<file path="src/hw/interp_cfg_pkg.sv">
/*
   Constants shared by both ends of the interpolator configuration link:
   link addresses, field positions, reset values, write masks, host command
   layout and the recommended-settings function.
   Assumes every file that uses it imports it whole.
*/
package interp_cfg_pkg;

   // ==================================================================
   // Link addresses (byte addresses, writes are one byte each)
   localparam logic [7:0] ADDR_CFG_ONE    = 8'h0C;
   localparam logic [7:0] ADDR_CFG_TWO    = 8'h10;
   localparam logic [7:0] ADDR_IRQ_STATUS = 8'h30;
   localparam logic [7:0] ADDR_IRQ_MASK   = 8'h34;
   localparam logic [7:0] ADDR_FAULT_STAT = 8'h38;
   localparam logic [7:0] ADDR_TRIG_HOLD  = 8'h3C;

   // ==================================================================
   // Word one field positions
   localparam int POS_NOISE_FILTER   = 30;
   localparam int POS_OFFSET_SAVE    = 29;
   localparam int POS_AMP_SAVE       = 28;
   localparam int POS_SEQUENCE_SAVE  = 27;
   localparam int POS_SPEED_SAVE     = 26;
   localparam int POS_CONV_SAVE      = 25;
   localparam int POS_VECTOR_SAVE    = 24;
   localparam int POS_OFFSET_DET     = 21;
   localparam int POS_AMP_DET        = 20;
   localparam int POS_SQUARE_CHECK   = 19;
   localparam int POS_SPEED_DET      = 18;
   localparam int POS_CONV_DET       = 17;
   localparam int POS_VECTOR_DET     = 16;
   localparam int POS_AMP_SEL_HI     = 15;
   localparam int POS_AMP_SEL_LO     = 14;
   localparam int POS_TRIG_EDGE      = 13;
   localparam int POS_HYSTERESIS     = 12;
   localparam int POS_RESERVED       = 11;
   localparam int POS_EDGE_INT_MSB   = 10;
   localparam int POS_REF_DISABLE    = 5;
   localparam int POS_ZERO_WIDTH     = 4;

   // ==================================================================
   // Reset values, pin-loaded fields and writable bits
   localparam logic [31:0] CFG_ONE_RESET   = 32'h007F0000;
   localparam logic [31:0] CFG_ONE_PINMASK = 32'h0000DBDF;
   localparam logic [31:0] CFG_ONE_WMASK   = 32'h7FFFFFFF;
   localparam logic [31:0] CFG_TWO_RESET   = 32'h00000000;
   localparam logic [31:0] CFG_TWO_WMASK   = 32'h7F1FFFFF;
   localparam logic [1:0]  AMP_SMALLEST    = 2'h3;

   // Recommended detect/save sets per operating mode
   localparam logic [31:0] COUNTER_SET     = 32'h37370000;
   localparam logic [31:0] COUNTER_CLR     = 32'h00080000;
   localparam logic [31:0] SQUARE_SET      = 32'h003F0000;
   localparam logic [31:0] SQUARE_CLR      = 32'h3F000000;

   // ==================================================================
   // Device status bits
   localparam int EVT_CONV    = 0;
   localparam int EVT_VECTOR  = 1;
   localparam int EVT_TRIGGER = 2;
   localparam int FLT_SINE    = 0;
   localparam int FLT_COSINE  = 1;
   localparam int FLT_VECTOR  = 2;

   // ==================================================================
   // Host software registers
   localparam logic [7:0] HREG_WORD_ONE = 8'h00;
   localparam logic [7:0] HREG_WORD_TWO = 8'h04;
   localparam logic [7:0] HREG_COMMAND  = 8'h08;
   localparam logic [7:0] HREG_STATUS   = 8'h0C;
   localparam logic [7:0] HREG_READBACK = 8'h10;
   localparam logic [7:0] HREG_EVENT    = 8'h14;
   localparam logic [7:0] HREG_MASK     = 8'h18;
   localparam int CMD_WRITE_ONE = 0;
   localparam int CMD_WRITE_TWO = 1;
   localparam int CMD_READ_ONE  = 2;
   localparam int CMD_READ_TWO  = 3;
   localparam int CMD_RECOMMEND = 4;
   localparam logic [1:0] LAST_BYTE = 2'h3;

   // Word one as the host may legally send it
   function automatic logic [31:0] legal_word_one(input logic [31:0] w, input logic rec);
      logic [31:0] r;
      r = w;
      if (rec && !w[POS_SQUARE_CHECK])
         r = (r | COUNTER_SET) & ~COUNTER_CLR;
      if (rec && w[POS_SQUARE_CHECK])
         r = (r | SQUARE_SET) & ~SQUARE_CLR;
      r[POS_RESERVED] = 1'b0;
      if (r[POS_AMP_SEL_HI:POS_AMP_SEL_LO] == AMP_SMALLEST)
         r[POS_NOISE_FILTER] = 1'b1;
      return r;
   endfunction : legal_word_one

endpackage : interp_cfg_pkg

</file>
<file path="src/hw/interp_cfg_if.sv">
/*
   Configuration link between host controller and interpolator register bank.
   Assumes both ends share one clock; read data answer one cycle after the strobe.
*/
`timescale 1ns/1ps
interface interp_cfg_if;
   logic        wr_stb;
   logic        rd_stb;
   logic [7:0]  addr;
   logic [7:0]  wdata;
   logic [31:0] rdata;

   modport device (input wr_stb, input rd_stb, input addr, input wdata, output rdata);
   modport host   (output wr_stb, output rd_stb, output addr, output wdata, input rdata);
endinterface : interp_cfg_if

</file>
<file path="src/hw/cfg_word_reg.sv">
/*
   One 32-bit configuration word written byte by byte, with pin-loaded fields.
   Assumes pin_load has priority over a byte write on the pin fields only.
*/
`timescale 1ns/1ps
module cfg_word_reg
#(
   parameter logic [31:0] RESET_VAL  = 32'h00000000,
   parameter logic [31:0] WRITE_MASK = 32'hFFFFFFFF,
   parameter logic [31:0] PIN_MASK   = 32'h00000000
)
(
   input  wire logic        CLOCK,
   input  wire logic        ARST_N,
   input  wire logic        CE,
   input  wire logic        pin_load,
   input  wire logic [31:0] pin_value,
   input  wire logic        byte_we,
   input  wire logic [1:0]  byte_sel,
   input  wire logic [7:0]  byte_data,
   output logic      [31:0] word
);
   // ==================================================================
   // Byte lane merge
   logic [31:0] word_reg;
   logic [31:0] word_next;
   wire  [31:0] lane   = 32'h000000FF << {byte_sel, 3'h0};
   wire  [31:0] wmask  = lane & WRITE_MASK;
   wire  [31:0] merged = (word_reg & ~wmask) | ({4{byte_data}} & wmask);
   wire  [31:0] written = byte_we ? merged : word_reg;
   wire  [31:0] loaded  = (written & ~PIN_MASK) | (pin_value & PIN_MASK);

   assign word_next = pin_load ? loaded : written;
   assign word      = word_reg;

   always_ff @(posedge CLOCK or negedge ARST_N)
   begin
      if (!ARST_N)
         word_reg <= RESET_VAL;
      else if (CE)
         word_reg <= word_next;
   end
endmodule : cfg_word_reg

</file>
<file path="src/hw/interp_cfg_regs.sv">
/*
   Interpolator register bank: configuration words one and two, fault status,
   trigger holding register and interrupt status/mask, reached over the link.
   Assumes configuration pins, fault inputs and trigger are synchronous to CLOCK.
*/
// The address-and-strobe port is this design's own decision.
`timescale 1ns/1ps
module interp_cfg_regs
   import interp_cfg_pkg::*;
#(
   parameter int MEAS_WIDTH = 32
)
(
   input  wire logic                  CLOCK,
   input  wire logic                  ARST_N,
   input  wire logic                  CE,
   interp_cfg_if.device               LINK,
   input  wire logic [1:0]            AMPLITUDE_CFG_PIN,
   input  wire logic                  FILTER_CFG_PIN,
   input  wire logic [1:0]            EDGE_INTERVAL_CFG_PIN,
   input  wire logic [1:0]            MODE_PIN,
   input  wire logic                  ZERO_WIDTH_RATE_PIN,
   input  wire logic [2:0]            RATE_PINS,
   input  wire logic                  SINE_CONV_FAULT,
   input  wire logic                  COSINE_CONV_FAULT,
   input  wire logic                  VECTOR_LOW_FAULT,
   input  wire logic                  TRIGGER_INPUT,
   input  wire logic [MEAS_WIDTH-1:0] MEAS_VALUE,
   output logic      [31:0]           CONFIG_WORD_ONE,
   output logic      [31:0]           CONFIG_WORD_TWO,
   output logic                       SQUARE_WAVE_MODE,
   output logic      [MEAS_WIDTH-1:0] TRIG_HOLD,
   output logic                       IRQ
);
   import interp_cfg_pkg::*;

   // ==================================================================
   // Pin sampling after reset
   logic        load_pending_reg;
   logic [31:0] cfg_one;
   logic [31:0] cfg_two;
   wire  [31:0] pin_value = {16'h0000, AMPLITUDE_CFG_PIN, 1'b0,
                             FILTER_CFG_PIN, FILTER_CFG_PIN, 1'b0,
                             EDGE_INTERVAL_CFG_PIN, MODE_PIN, 1'b0,
                             ZERO_WIDTH_RATE_PIN, ZERO_WIDTH_RATE_PIN,
                             RATE_PINS};

   always_ff @(posedge CLOCK or negedge ARST_N)
   begin
      if (!ARST_N)
         load_pending_reg <= 1'b1;
      else if (CE)
         load_pending_reg <= 1'b0;
   end

   // ==================================================================
   // Address decode
   wire [7:0] addr      = LINK.addr;
   wire       hit_one   = addr[7:2] == ADDR_CFG_ONE[7:2];
   wire       hit_two   = addr[7:2] == ADDR_CFG_TWO[7:2];
   wire       wr_one    = LINK.wr_stb && hit_one;
   wire       wr_two    = LINK.wr_stb && hit_two;
   wire       wr_istat  = LINK.wr_stb && addr == ADDR_IRQ_STATUS;
   wire       wr_imask  = LINK.wr_stb && addr == ADDR_IRQ_MASK;
   wire       wr_fstat  = LINK.wr_stb && addr == ADDR_FAULT_STAT;

   // ==================================================================
   // Configuration words
   cfg_word_reg #(
      .RESET_VAL  (CFG_ONE_RESET),
      .WRITE_MASK (CFG_ONE_WMASK),
      .PIN_MASK   (CFG_ONE_PINMASK)
   ) u_word_one (
      .CLOCK     (CLOCK),
      .ARST_N    (ARST_N),
      .CE        (CE),
      .pin_load  (load_pending_reg),
      .pin_value (pin_value),
      .byte_we   (wr_one),
      .byte_sel  (addr[1:0]),
      .byte_data (LINK.wdata),
      .word      (cfg_one)
   );

   cfg_word_reg #(
      .RESET_VAL  (CFG_TWO_RESET),
      .WRITE_MASK (CFG_TWO_WMASK),
      .PIN_MASK   (32'h00000000)
   ) u_word_two (
      .CLOCK     (CLOCK),
      .ARST_N    (ARST_N),
      .CE        (CE),
      .pin_load  (1'b0),
      .pin_value (32'h00000000),
      .byte_we   (wr_two),
      .byte_sel  (addr[1:0]),
      .byte_data (LINK.wdata),
      .word      (cfg_two)
   );

   assign CONFIG_WORD_ONE  = cfg_one;
   assign CONFIG_WORD_TWO  = cfg_two;
   assign SQUARE_WAVE_MODE = cfg_one[POS_SQUARE_CHECK];

   // ==================================================================
   // Fault detection and saving
   logic [2:0] fault_reg;
   logic [2:0] fault_next;
   wire  [2:0] fault_det  = {VECTOR_LOW_FAULT  & cfg_one[POS_VECTOR_DET],
                             COSINE_CONV_FAULT & cfg_one[POS_CONV_DET],
                             SINE_CONV_FAULT   & cfg_one[POS_CONV_DET]};
   wire  [2:0] fault_save = {cfg_one[POS_VECTOR_SAVE], {2{cfg_one[POS_CONV_SAVE]}}};
   wire  [2:0] fault_clr  = wr_fstat ? LINK.wdata[2:0] : 3'h0;
   wire  [2:0] fault_kept = fault_reg & ~fault_clr & fault_save;

   assign fault_next = fault_det | fault_kept;

   always_ff @(posedge CLOCK or negedge ARST_N)
   begin
      if (!ARST_N)
         fault_reg <= 3'h0;
      else if (CE)
         fault_reg <= fault_next;
   end

   // ==================================================================
   // Trigger capture
   logic                  trig_prev_reg;
   logic [MEAS_WIDTH-1:0] trig_hold_reg;
   wire  trig_rise = TRIGGER_INPUT & ~trig_prev_reg;
   wire  trig_fall = ~TRIGGER_INPUT & trig_prev_reg;
   wire  trig_hit  = cfg_one[POS_TRIG_EDGE] ? trig_rise : trig_fall;

   always_ff @(posedge CLOCK or negedge ARST_N)
   begin
      if (!ARST_N)
      begin
         trig_prev_reg <= 1'b0;
         trig_hold_reg <= '0;
      end
      else if (CE)
      begin
         trig_prev_reg <= TRIGGER_INPUT;
         if (trig_hit)
            trig_hold_reg <= MEAS_VALUE;
      end
   end

   assign TRIG_HOLD = trig_hold_reg;

   // ==================================================================
   // Interrupt status and mask
   logic [2:0] irq_stat_reg;
   logic [2:0] irq_mask_reg;
   logic       irq_reg;
   wire  [2:0] irq_events = {trig_hit, |fault_det[2], |fault_det[1:0]};
   wire  [2:0] irq_clr    = wr_istat ? LINK.wdata[2:0] : 3'h0;
   wire  [2:0] irq_next   = irq_events | (irq_stat_reg & ~irq_clr);

   always_ff @(posedge CLOCK or negedge ARST_N)
   begin
      if (!ARST_N)
      begin
         irq_stat_reg <= 3'h0;
         irq_mask_reg <= 3'h0;
         irq_reg      <= 1'b0;
      end
      else if (CE)
      begin
         irq_stat_reg <= irq_next;
         if (wr_imask)
            irq_mask_reg <= LINK.wdata[2:0];
         irq_reg <= |(irq_next & (wr_imask ? LINK.wdata[2:0] : irq_mask_reg));
      end
   end

   assign IRQ = irq_reg;

   // ==================================================================
   // Read data, one cycle after the strobe
   logic [31:0] rdata_reg;
   wire  [31:0] trig_word = 32'(trig_hold_reg);
   wire  [31:0] rd_value  = hit_one ? cfg_one :
                            hit_two ? cfg_two :
                            addr == ADDR_IRQ_STATUS ? {29'h0, irq_stat_reg} :
                            addr == ADDR_IRQ_MASK   ? {29'h0, irq_mask_reg} :
                            addr == ADDR_FAULT_STAT ? {29'h0, fault_reg} :
                            addr == ADDR_TRIG_HOLD  ? trig_word : 32'h00000000;

   always_ff @(posedge CLOCK or negedge ARST_N)
   begin
      if (!ARST_N)
         rdata_reg <= 32'h00000000;
      else if (CE)
         rdata_reg <= LINK.rd_stb ? rd_value : 32'h00000000;
   end

   assign LINK.rdata = rdata_reg;
endmodule : interp_cfg_regs

</file>
<file path="src/flat_wrapper.sv">
// flat-port wrapper written by rule: the top's interface ports become plain ports
module interp_cfg_regs_flat import interp_cfg_pkg::*;
#(
   parameter int MEAS_WIDTH = 32
)
  (CLOCK, ARST_N, CE, AMPLITUDE_CFG_PIN, FILTER_CFG_PIN, EDGE_INTERVAL_CFG_PIN, MODE_PIN, ZERO_WIDTH_RATE_PIN, RATE_PINS, SINE_CONV_FAULT, COSINE_CONV_FAULT, VECTOR_LOW_FAULT, TRIGGER_INPUT, MEAS_VALUE, CONFIG_WORD_ONE, CONFIG_WORD_TWO, SQUARE_WAVE_MODE, TRIG_HOLD, IRQ, LINK_wr_stb, LINK_rd_stb, LINK_addr, LINK_wdata, LINK_rdata);
  interp_cfg_if LINK_i ();
  input  wire logic CLOCK;
  input  wire logic ARST_N;
  input  wire logic CE;
  input  wire logic [1:0] AMPLITUDE_CFG_PIN;
  input  wire logic FILTER_CFG_PIN;
  input  wire logic [1:0] EDGE_INTERVAL_CFG_PIN;
  input  wire logic [1:0] MODE_PIN;
  input  wire logic ZERO_WIDTH_RATE_PIN;
  input  wire logic [2:0] RATE_PINS;
  input  wire logic SINE_CONV_FAULT;
  input  wire logic COSINE_CONV_FAULT;
  input  wire logic VECTOR_LOW_FAULT;
  input  wire logic TRIGGER_INPUT;
  input  wire logic [MEAS_WIDTH-1:0] MEAS_VALUE;
  output logic      [31:0] CONFIG_WORD_ONE;
  output logic      [31:0] CONFIG_WORD_TWO;
  output logic SQUARE_WAVE_MODE;
  output logic      [MEAS_WIDTH-1:0] TRIG_HOLD;
  output logic IRQ;
  input wire logic [$bits(LINK_i.wr_stb)-1:0] LINK_wr_stb;
  input wire logic [$bits(LINK_i.rd_stb)-1:0] LINK_rd_stb;
  input wire logic [$bits(LINK_i.addr)-1:0] LINK_addr;
  input wire logic [$bits(LINK_i.wdata)-1:0] LINK_wdata;
  output wire logic [$bits(LINK_i.rdata)-1:0] LINK_rdata;
  assign LINK_i.wr_stb = LINK_wr_stb;
  assign LINK_i.rd_stb = LINK_rd_stb;
  assign LINK_i.addr = LINK_addr;
  assign LINK_i.wdata = LINK_wdata;
  assign LINK_rdata = LINK_i.rdata;
  interp_cfg_regs #(.MEAS_WIDTH(MEAS_WIDTH)) u_core (.CLOCK(CLOCK), .ARST_N(ARST_N), .CE(CE), .LINK(LINK_i), .AMPLITUDE_CFG_PIN(AMPLITUDE_CFG_PIN), .FILTER_CFG_PIN(FILTER_CFG_PIN), .EDGE_INTERVAL_CFG_PIN(EDGE_INTERVAL_CFG_PIN), .MODE_PIN(MODE_PIN), .ZERO_WIDTH_RATE_PIN(ZERO_WIDTH_RATE_PIN), .RATE_PINS(RATE_PINS), .SINE_CONV_FAULT(SINE_CONV_FAULT), .COSINE_CONV_FAULT(COSINE_CONV_FAULT), .VECTOR_LOW_FAULT(VECTOR_LOW_FAULT), .TRIGGER_INPUT(TRIGGER_INPUT), .MEAS_VALUE(MEAS_VALUE), .CONFIG_WORD_ONE(CONFIG_WORD_ONE), .CONFIG_WORD_TWO(CONFIG_WORD_TWO), .SQUARE_WAVE_MODE(SQUARE_WAVE_MODE), .TRIG_HOLD(TRIG_HOLD), .IRQ(IRQ));
endmodule
</file>
<file path="config.mk">
export PLATFORM = sky130hd
export DESIGN_NAME = interp_cfg_regs_flat
export DESIGN_NICKNAME = d
export VERILOG_FILES = /design/src/hw/interp_cfg_pkg.sv /design/src/hw/interp_cfg_if.sv /design/src/hw/cfg_word_reg.sv /design/src/hw/interp_cfg_regs.sv /design/src/flat_wrapper.sv
export SDC_FILE = /design/constraint.sdc
export NUM_CORES = 1
export LEC_CHECK = 0
export ABC_AREA = 1
export BUFFER_PORTS_ARGS = -buffer_cell sky130_fd_sc_hd__buf_2
export CORE_MARGIN = 5
export CORE_UTILIZATION = 48
export CTS_BUF_LIST = sky130_fd_sc_hd__clkbuf_4 sky130_fd_sc_hd__clkbuf_8
export DETAILED_ROUTE_END_ITERATION = 6
export PLACE_DENSITY = 0.88
export SLEW_MARGIN = 20
export SYNTH_ARGS = -nofsm -noshare
export SYNTH_HDL_FRONTEND = slang
export SYNTH_SLANG_ARGS = --single-unit
</file>
<file path="constraint.sdc">
create_clock -name CLOCK -period 1.6 [get_ports CLOCK]
set_clock_uncertainty 0.2 [all_clocks]
set_input_delay 0.32 -clock CLOCK [delete_from_list [all_inputs] [get_ports CLOCK]]
set_output_delay 0.32 -clock CLOCK [all_outputs]
set_load 0.005 [all_outputs]
</file>
# ---- Word-level counts from Yosys, hierarchy flattened
# Index checks and enable logic that the tools add are counted.
dict set report word_totals {
  inputBits 68
  n_memories 0
  out_inout_bits 130
  ramBits 0
  latchBits 0
  word_cells 66
  mem_bits_ro 0
  regBits 140
}
dict set report classes {
  reduce_logical 11
  n_lt_le_gt_ge 0
  shifts 1
  multipliers 0
  n_div 0
  add_sub_neg 0
  n_eq_ne 6
  bitwise_logic 24
  mux 13
}
# cell n
set ops {}
lappend ops {{$mux 32} 9}
lappend ops {{$and 32x31->32} 2}
lappend ops {{$and 32x32->32} 2}
lappend ops {{$not 31->32} 2}
lappend ops {{$or 32x32->32} 2}
lappend ops {{$eq 8x6->1 const B} 4}
lappend ops {{$or 32x16->32} 1}
lappend ops {{$shl 8x5->31 const A} 1}
lappend ops {{$and 3x3->3} 4}
lappend ops {{$mux 3} 3}
lappend ops {{$eq 6x2->1 const B} 1}
lappend ops {{$eq 6x3->1 const B} 1}
lappend ops {{$not 3->3} 2}
lappend ops {{$or 3x3->3} 2}
lappend ops {{$reduce_and 2->1} 3}
lappend ops {{$and 1x1->1} 5}
lappend ops {{$logic_and 1x1->1} 5}
lappend ops {{$reduce_or 3->1} 1}
lappend ops {{$not 1->1} 2}
lappend ops {{$reduce_bool 2->1} 1}
lappend ops {{$reduce_or 2->1} 1}
lappend ops {{$mux 1} 1}

# ---- Depth between registers and ports, before layout
# Gate-level depths: netlist (run 1).
dict set report logic_depth {
  word_depth 8
  mapped_depth 12
  ltp_nobuf 11
}

# ---- By module
# From an unflattened synthesis (run 1), not the netlist that was laid out.
dict set report unflattened {
  cells_unflattened 836
  hier_area_um2 6628.9
}
# mod area_each_um2 seq_area_each_um2 n_inst cells_each
set modules_own_cells {}
lappend modules_own_cells {interp_cfg_regs 3828.7 1903.1 1 495}
lappend modules_own_cells {{cfg_word_reg at u_core.u_word_one} 1589.0 784.5 1 210}
lappend modules_own_cells {{cfg_word_reg at u_core.u_word_two} 1211.2 700.7 1 131}

# ---- Least setup slack after synthesis (run 1)
# No wires, ideal clock.
dict set report synth_timing {
  path_kind {input -> register}
  from {in CE}
  to {reg u_core.trig_hold_reg[18] (netlist: u_core.TRIG_HOLD[18])}
  setup_ns 0.124
  required_ns 1.276
  setup_slack_ns -0.080
  path_stages 7
  arrival_time_ns 1.357
  path_buffers 3
  cell_sequence {buf_2 -> inv_2 -> or2_2 -> buf_2 -> buf_1 -> nor2_1 -> a21oi_1}
}
dict set report synth_via {
  elab_chain_cells 1
}
# item line_no
set synth_rtl {}
lappend synth_rtl {{from (decl)} flat_wrapper.sv:10} ;# input wire logic CE;
lappend synth_rtl {{$reduce_and 2->1 (no source line)} n/a}
lappend synth_rtl {{to (signal assigned)} interp_cfg_regs.sv:139} ;# trig_hold_reg <= '0;
lappend synth_rtl {{to (signal assigned)} interp_cfg_regs.sv:145} ;# trig_hold_reg <= MEAS_VALUE;
lappend synth_rtl {{to (decl)} interp_cfg_regs.sv:129} ;# logic [MEAS_WIDTH-1:0] trig_hold_reg;
# Every way passes these cells.
# A chain may end at the register's enable or synchronous reset.

==> flow_summary.ini, run 1 <==
[routing]
drc = 0
wl_um = 24200
vias = 7090
viasPerCell = 5.48
detail_route.first_pass.iterations = 7
wire_per_inst_um = 18.7
drt-initial-drc-count = 794
final_antenna_net_count = 0

[global_route]
grt_pass1_vias = 6639
grt_pass1_wl_um = 35100
grt_usage_pct = 27.9
grt_max_degree = 79
overflow = 0
antenna_found_initial = 1

[cells_and_area]
areaGrowthSynthToFinish_pct = 47.0
drive_gt1_share_pct = 36.3
fin_cells = 1294
fin_util_pct = 71.8
final_nets = 1172

[timing]
fin_crit_sh_pct = 105
fmax_ghz = 0.594
report.final.slew_viol_count = 0
fin_ws_ns = -0.0833
fin_tns_setup_ns = -0.896
rsz0062_at_grt = true
hold_viol = 0
fin_crit_ns = 1.68
setup_viol = 28

[clocking]
cts_tree = yes
htreeDepth = 4
cts_root_buf = clkbuf_8
insertion_delay_ns = 0.46
cts_buffers = 17
cts.sinks = 135
cts.clk_slew.worst_paths_ns = 0.07
clk_path_buf_depth = 2

[worst_setup_path]
required_ns = 1.08
cp_slowest_cell = dfstp_2
timing.critical_path.slowest_cell_delay_ns = 0.60
path_class = reg -> out
end_kind = output port
cp_num_buf_inv = 1
critPathTopFamily = flip-flops
crit_fanout = 2
cp.arrival_ns = 1.16
start_kind = register
crit_path_cell_trace = buf_6

[floorplanning]
ios = 198
start_util_pct = 48.8
die_x_um = 126
die-area_sq_um = 15900
core_area_sq_um = 13200
row_count = 42
die_h_um = 126

[pwr]
peakVddDrop_uv = 475
leakage_nw = 5.05
powerDensity_nw_per_um2 = 852

[place]
globalplace.congestion = 0.973
dp_hpwl_um = 15300
io_buffers = 192
dp_cells = 1188

[flow_run]
max_cap_viol_count = 0

[run_status]
status = finished, violations left
violations = negative setup slack

[logic_synthesis]
seq_area_frac_synth_pct = 52.4
synth.cell_area_sq_um = 6470
yosys-top-cells-count = nand2_1 (207), dfrtp_1 (127), inv_1 (93)
syn_area_per_cell_sq_um = 8.14
synth_edf_count = 0
syn_inst = 795
synth_seq_cells = 135
synth.most_common_cell = nand2_1
synth_cell_types = 33
yosys-top-cells-area = dfrtp_1 (49%), nand2_1 (12%), a21oi_1 (5.8%)
ys.warnings.count = 0
ys_async_sr_fraction_pct = 100
synth_top_area_cell = dfrtp_1
synth_top_area_share_pct = 49.1
synth_ff_type = dfrtp_1

[min_path]
hold_path_class = in -> reg
==> metrics by stage <==
stage / setup slack, ns / power, mW / instance area [sq um] / hold WS [ns]
global route: -0.132 / 8.43 / 9510 / 0.0282
detailed placement: -0.279 / 5.04 / 8010 / -0.0892
floorplan: 0.00478 / 4.37 / 6510 / -0.176
global placement: -0.252 / 5.01 / 8010 / -0.0916
CTS: -0.0996 / 7.88 / 9010 / 0.00500
finish: -0.0833 / 8.10 / 9510 / 0.0414
==> cell usage in the layout, fill, tap and decap left out, drive strengths merged <==
cell type / instances
o221ai: 1
o22ai: 4
o211ai: 8
dfrtp: 127
buf: 267
o21ai: 107
dlygate4sd3: 52
nand3: 23
clkinvlp: 4
o2111ai: 3
inv: 96
clkinv: 8
or2: 3
a21oi: 75
dfstp: 8
bufinv: 2
diode: 1
conb: 5
nor2: 78
nand4: 4
nor3: 3
nand2: 211
o21a: 2
a22o: 3
clkbuf: 23
==> worst paths after layout <==
| check | startpoint | to | slack (ns) | depth (start not counted) |
|---|---|---|---|---|
| worst max-delay path | register | CONFIG_WORD_ONE[16] | -0.08 | 1 |
| worst min-delay path | LINK_wdata[7] | u_core.u_word_one.word[15] | 0.04 | 3 |
| worst max register to register | u_core.trig_prev_reg | u_core.TRIG_HOLD[19] | -0.07 | 8 |
| worst min register to register | u_core.LINK.rdata[2] | u_core.LINK.rdata[2] | 0.28 | 2 |
| max in group asynchronous | ARST_N | u_core.TRIG_HOLD[2] | 0.50 | 3 |
| min in group asynchronous | ARST_N | u_core.LINK.rdata[0] | 0.20 | 3 |
==> power breakdown <==
part           total (mW)  switching, mW  internal, mW  leakage (nW)
Combinational        1.45          0.803         0.646          3.17
Clock                2.76           1.36          1.40         0.190
Sequential           3.89          0.200          3.69          1.69
==> final cells by class <==
cell class / instances / area [sq um]
fill: 909 / 3730
sequential: 135 / 3390
multi-input combinational: 530 / 2800
timing repair buffer: 324 / 2350
inverter: 96 / 363
clock buffer: 18 / 248
tap: 176 / 220
clock inverter: 14 / 134
antenna: 1 / 2.50
==> repair_timing <==
action                     CTS  global route
hold buffers                52             0
hold endpoints to repair   182             0
pin swaps                    0            11
gates cloned                 0             8
setup endpoints to repair   44            46
resized for setup            8            91
setup buffers               10             3
==> cells by family after synthesis <==
family          after synthesis  synth area share [%]
other cells                   1                0.0580
flops                       135                  52.4
simple gates                321                  20.6
buf+inv                     135                  9.21
compound gates              203                  17.8
==> routing by layer <==
| layer | part of all wire (%) | vias to the layer above | global-route usage [%] |
|---|---|---|---|
| met2 | 48 | 457 | 45.4 |
| li1 | - | 3172 | - |
| met5 | 0 | - | 0 |
| met1 | 37 | 3345 | 34.9 |
| met3 | 9.4 | 116 | 7.07 |
| met4 | 5.3 | 0 | 13.6 |
Power figures use the tool's default switching activity.
==> inputs of run 2 (changes only) <==
--- a/config.mk
+++ b/config.mk
@@ -5,13 +5,12 @@
 export SDC_FILE = /design/constraint.sdc
 export NUM_CORES = 1
 export LEC_CHECK = 0
-export ABC_AREA = 1
 export BUFFER_PORTS_ARGS = -buffer_cell sky130_fd_sc_hd__buf_2
 export CORE_MARGIN = 5
 export CORE_UTILIZATION = 48
 export CTS_BUF_LIST = sky130_fd_sc_hd__clkbuf_4 sky130_fd_sc_hd__clkbuf_8
 export DETAILED_ROUTE_END_ITERATION = 6
-export PLACE_DENSITY = 0.88
+export PLACE_DENSITY = 0.89
 export SLEW_MARGIN = 20
 export SYNTH_ARGS = -nofsm -noshare
 export SYNTH_HDL_FRONTEND = slang
==> run 2 against run 1 <==
  * The run still ends with negative setup slack left
  * Via count decreased by 15%
  * Synthesized cell count decreased by 35%
  * Combinational power decreased by 4%
  * Cell count decreased by 21%
  * Sequential power increased by 3%
  * Worst setup slack got worse by 0.085 ns
  * Routed wire length decreased by 3.3%
  * Register-to-register slack got worse by 0.098 ns
  * Critical endpoint is now u_core.TRIG_HOLD[20]
  * Largest cell class unchanged
  * Largest power group unchanged
==> flow_summary.ini, run 2 <==
[run_status]
status = finished, violations left
violations = negative setup slack

[logic_synthesis]
yosys-top-cells-count = dfrtp_1 (127), mux2_2 (65), inv_1 (40)
ys.warnings.count = 0
seq_area_frac_synth_pct = 53.5
synth_edf_count = 0
syn_inst = 516
synth_seq_cells = 135
synth.most_common_cell = dfrtp_1
ys_async_sr_fraction_pct = 100
synth_top_area_share_pct = 50.2
synth_top_area_cell = dfrtp_1
yosys-top-cells-area = dfrtp_1 (50%), mux2_2 (12%), o32ai_1 (3.9%)
synth.cell_area_sq_um = 6330
synth_cell_types = 56
syn_area_per_cell_sq_um = 12.3
synth_ff_type = dfrtp_1

[timing]
setup_viol = 55
hold_viol = 0
rsz0062_at_grt = true
report.final.slew_viol_count = 0
fmax_ghz = 0.566
fin_crit_ns = 1.77
fin_tns_setup_ns = -5.45
fin_crit_sh_pct = 110
whs_ns = 0.0105
fin_ws_ns = -0.168

[worst_setup_path]
crit_fanout = 18
critPathTopFamily = simple AND/OR/NAND/NOR gates
required_ns = 1.74
cp_num_buf_inv = 1
start_kind = register
cp_common_cell = nand2_4
end_kind = register
cp.arrival_ns = 1.91
path_class = reg -> reg
crit_path_cell_trace = or3b_4 -> nand2_4 -> nand2_4 -> buf_12 -> mux2_2
cp_slowest_cell = dfrtp_1
timing.critical_path.slowest_cell_delay_ns = 0.41

[clocking]
cts.sinks = 135
insertion_delay_ns = 0.46
cts_buffers = 17
clk_path_buf_depth = 2
cts_root_buf = clkbuf_8
htreeDepth = 4
cts.clk_slew.worst_paths_ns = 0.08
cts_tree = yes

[pwr]
clkPwrFrac_pct = 36.5
leakage_nw = 4.75
peakVddDrop_uv = 817
p_sw_mw = 2.26
internal_power_mw = 6.24
comb_power_share_pct = 16.3
powerDensity_nw_per_um2 = 878
pwr-share-seq_pct = 47.2
p_total_mw = 8.50
swShare_pct = 26.6

[cells_and_area]
drive_gt1_share_pct = 57.4
layout_commonest_cell = buf_2
areaGrowthSynthToFinish_pct = 52.8
multiInputGateArea_sq_um = 3030
fill_cells = 782
finalInstanceArea_sq_um = 9680
final_nets = 902
seqCellArea_sq_um = 3390
most-common-layout-cells = buf_2 (180), dfrtp_1 (125), buf_4 (76)

[place]
io_buffers = 192
preCtsSetupSlack_ns = -0.517
dp_hpwl_um = 14800
placed_cell_area_sq_um = 8220
globalplace.congestion = 0.915

[flow_run]
max_cap_viol_count = 0

[min_path]
hold_path_class = in -> reg

[floorplanning]
core_area_sq_um = 13100
die-area_sq_um = 15600
start_util_pct = 48.4
row_count = 42
die_x_um = 125
die_h_um = 125
ios = 198

[global_route]
grt_pass1_vias = 6281
grt_pass1_wl_um = 34600
grt_max_degree = 49
antenna_found_initial = 1
grt_usage_pct = 28.2
overflow = 0

[routing]
vias = 6030
drc = 0
drt-initial-drc-count = 505
final_antenna_net_count = 0
detail_route.first_pass.iterations = 6
wire_per_inst_um = 22.9
wl_um = 23400
viasPerCell = 5.89
run 2: cell types whose count changed after synthesis, sizes merged, moves of 9 or more:
cell / delta
a221oi: +25
a21oi: -71
inv: -56
nand2: -185
nor2: -42
nand3: -21
mux2: +80
a2bb2oi: +9
o32ai: +28
o21ai: -95
run 2: kinds of logic after synthesis:
family,count (synthesis),synth area share [%]
other,1,0.0592
AND/OR/NAND/NOR,100,9.11
multiplexers,83,16.2
flip-flops,135,53.5
buffers and inverters,80,6.54
AO/OA/AOI/OAI,117,14.6
run 2: power groups by stage:
stage               Combinational [mW]  Clock, mW  Sequential (mW)
floorplan                        0.475          0             3.99
global placement                  1.14          0             4.02
detailed placement                1.17          0             4.02
CTS                               1.32       3.11             3.96
global route                      1.49       3.27             4.04
finish                            1.39       3.10             4.01
run 2: area by class of cell:
class                   instances  share of cell area (%)
well taps                     176                    2.28
repair inverters                1                  0.0517
clock buffers                  25                    3.30
repair buffers                334                    25.2
clock inverters                 7                    1.20
inverters                      40                    1.59
flip-flops and latches        135                    35.0
multi-input cells             305                    31.3
diodes                          1                  0.0259
run 2: worst paths after layout:
| path | start | to | slack, ns | cells after the start |
|---|---|---|---|---|
| worst max-delay path | register | u_core.TRIG_HOLD[20] | -0.17 | 5 |
| worst min-delay path | FILTER_CFG_PIN | u_core.u_word_one.word[11] | 0.01 | 4 |
| worst max register to register | register | u_core.TRIG_HOLD[20] | -0.17 | 5 |
| worst min register to register | u_core.LINK.rdata[21] | u_core.LINK.rdata[21] | 0.30 | 1 |
| max in group asynchronous | ARST_N | async pin | 0.48 | 3 |
| min in group asynchronous | ARST_N | u_core.TRIG_HOLD[2] | 0.11 | 2 |
run 2: tightest hold or removal path, cell delays in order:
cell and delay (ns):
buf_2 0.08, nand2_1 0.05, o21ai_0 0.07, o2bb2ai_1 0.11
run 2: repair_timing:
action,4_1_cts,5_1_grt
buffers inserted,5,16
endpoints found under the hold margin,176,0
pin swaps,4,16
cloned,0,3
gates resized for setup,20,41
endpoints found under the setup margin,57,94
hold buffers,46,0
run 2: through the flow:
stage	util, %	instances
global placement	62.8	923
CTS	70.8	1005
floorplan	-	520
global route	74.0	1024
finish	74.0	1024
detailed placement	62.8	923
run 2: per-layer routing:
| layer | share of wire, % | GRT usage (%) | wire (um) | vias to the layer above |
|---|---|---|---|---|
| met5 | 0 | 0 | 0 | - |
| met4 | 4.2 | 12.6 | 985 | 0 |
| met2 | 50 | 47.2 | 11700 | 393 |
| met1 | 37 | 34.1 | 8640 | 2995 |
| li1 | - | - | - | 2548 |
| met3 | 9.0 | 7.85 | 2100 | 94 |
==> inputs of run 3 (changes only) <==
--- a/config.mk
+++ b/config.mk
@@ -6,11 +6,13 @@
 export NUM_CORES = 1
 export LEC_CHECK = 0
 export BUFFER_PORTS_ARGS = -buffer_cell sky130_fd_sc_hd__buf_2
+export CELL_PAD_IN_SITES_DETAIL_PLACEMENT = 0
+export CELL_PAD_IN_SITES_GLOBAL_PLACEMENT = 2
 export CORE_MARGIN = 5
-export CORE_UTILIZATION = 48
+export CORE_UTILIZATION = 30
 export CTS_BUF_LIST = sky130_fd_sc_hd__clkbuf_4 sky130_fd_sc_hd__clkbuf_8
 export DETAILED_ROUTE_END_ITERATION = 6
-export PLACE_DENSITY = 0.89
+export PLACE_DENSITY = 0.87
 export SLEW_MARGIN = 20
 export SYNTH_ARGS = -nofsm -noshare
 export SYNTH_HDL_FRONTEND = slang
==> run 3 against run 2 <==
  * Total power down 1.0%
  * The flow still finishes with violations (negative setup slack)
  * Worst setup slack gained 0.038 ns
  * Global-route usage decreased by 9.7 points
  * Critical path depth is the same
  * Sequential power shrank 1%
  * Cell area grew 2.9%
  * Sequential share of layout area decreased by 0.95 points
  * First-iteration DRC count decreased by 21%
  * Largest power group unchanged
  * Routed wire length is 2.6% lower
  * Die area grew 55%
  * Fmax is 2.2% higher
==> flow_summary.ini, run 3 (synthesis results as in run 2) <==
[worst_setup_path]
cp_slowest_cell = dfrtp_1
required_ns = 1.74
end_kind = register
crit_fanout = 20
start_kind = register
path_class = reg -> reg
cp.arrival_ns = 1.87
timing.critical_path.slowest_cell_delay_ns = 0.40
critPathTopFamily = simple AND/OR/NAND/NOR gates
cp_common_cell = nand2_4
crit_path_cell_trace = or3b_4 -> nand2_4 -> nand2_4 -> buf_12 -> mux2_2
cp_num_buf_inv = 1

[cells_and_area]
drive_gt1_share_pct = 57.7
most-common-layout-cells = buf_2 (174), dfrtp_1 (122), buf_4 (101)
areaGrowthSynthToFinish_pct = 57.2
layout_commonest_cell = buf_2
final_nets = 933
fin_cells = 1155
fin_util_pct = 47.7

[run_status]
violations = negative setup slack
status = finished, violations left

[global_route]
grt_usage_pct = 18.5
grtUsageMet2_pct = 30.0
grtUsageMet1_pct = 24.9
overflow = 0
grtUsageMet3_pct = 5.03
grt_pass1_vias = 5806
grt_pass1_wl_um = 34300
grt_max_degree = 38
antenna_found_initial = 2
busiest_layer = met2

[clocking]
cts_root_buf = clkbuf_8
insertion_delay_ns = 0.47
cts.clk_slew.worst_paths_ns = 0.09
cts_buffers = 17
clk_path_buf_depth = 2
htreeDepth = 4
cts_tree = yes
cts.sinks = 135

[floorplanning]
core_area_sq_um = 20900
start_util_pct = 30.3
die-area_sq_um = 24100
ios = 198
die_h_um = 155
row_count = 53
die_x_um = 155

[routing]
wl_um = 22800
viasPerCell = 4.92
drc = 0
wire_per_inst_um = 19.7
vias = 5686
final_antenna_net_count = 0
detail_route.first_pass.iterations = 5
drt-initial-drc-count = 397

[timing]
whs_ns = 0.0258
fmax_ghz = 0.578
fin_crit_ns = 1.73
setup_viol = 73
fin_ws_ns = -0.130
report.final.slew_viol_count = 0
fin_crit_sh_pct = 108
hold_viol = 0
rsz0062_at_grt = true

[min_path]
hold_path_class = in -> reg

[place]
dp_cells = 1040
dp_hpwl_um = 16600
io_buffers = 192
globalplace.congestion = 0.842

[pwr]
comb_power_share_pct = 16.9
clkPwrFrac_pct = 35.9
leakage_nw = 4.87
powerDensity_nw_per_um2 = 845
p_total_mw = 8.41
peakVddDrop_uv = 478
p_sw_mw = 2.35
internal_power_mw = 6.06
pwr-share-seq_pct = 47.1
swShare_pct = 28.0

[flow_run]
max_cap_viol_count = 0
==> run 3: layout make-up <==
type / count / area, sq um
inverters: 40 / 150
clock inverters: 15 / 180
clock buffers: 17 / 234
repair buffers: 366 / 2740
fillers: 1935 / 10900
diodes: 2 / 5.00
multi-input cells: 305 / 2910
well taps: 275 / 344
flip-flops and latches: 135 / 3390
==> run 3: path summary, 6_finish.rpt <==
path | cells after the start | startpoint | slack (ns) | end
max in group asynchronous | 3 | ARST_N | 0.50 | async pin
worst max-delay path | 5 | register | -0.13 | u_core.TRIG_HOLD[28]
min in group asynchronous | 2 | ARST_N | 0.14 | u_core.LINK.rdata[3]
worst min register to register | 1 | u_core.LINK.rdata[22] | 0.29 | u_core.LINK.rdata[22]
worst max register to register | 5 | register | -0.13 | u_core.TRIG_HOLD[28]
worst min-delay path | 3 | AMPLITUDE_CFG_PIN[1] | 0.03 | u_core.u_word_one.word[15]
==> run 3: per-layer routing <==
layer | up-vias | wire length (um)
li1 | 2616 | -
met5 | - | 9
met4 | 2 | 284
met3 | 30 | 1640
met2 | 201 | 11000
met1 | 2837 | 9850
==> run 3: through the flow <==
| stage | setup TNS, ns | cell area, sq um | setup slack [ns] |
|---|---|---|---|
| detailed placement | -44.47 | 8500 | -0.554 |
| global placement | -42.25 | 8500 | -0.498 |
| finish | -5.22 | 9960 | -0.130 |
| CTS | -4.46 | 9520 | -0.113 |
| floorplan | -19.85 | 6600 | -0.378 |
| global route | -8.24 | 9950 | -0.182 |
==> run 3: power groups by stage <==
stage | sequential [mW] | clock (mW) | combinational (mW)
final | 3.96 | 3.02 | 1.42
after floorplan | 3.99 | 0 | 0.475
after global routing | 4.00 | 3.22 | 1.55
after CTS | 3.96 | 3.08 | 1.38
after detailed placement | 4.02 | 0 | 1.24
after global placement | 4.02 | 0 | 1.22
==> run 3: repair_timing <==
action | in CTS | in global routing
pin swaps | 4 | 9
endpoints found under the hold margin | 178 | 0
hold buffers | 48 | 0
endpoints found under the setup margin | 64 | 116
buffers inserted | 7 | 27
resized for setup | 18 | 38
==> run 3: tightest hold or removal path, cell delays in order <==
cell	delay [ns]
buf_2	0.09
o22ai_1	0.07
a2bb2oi_1	0.15
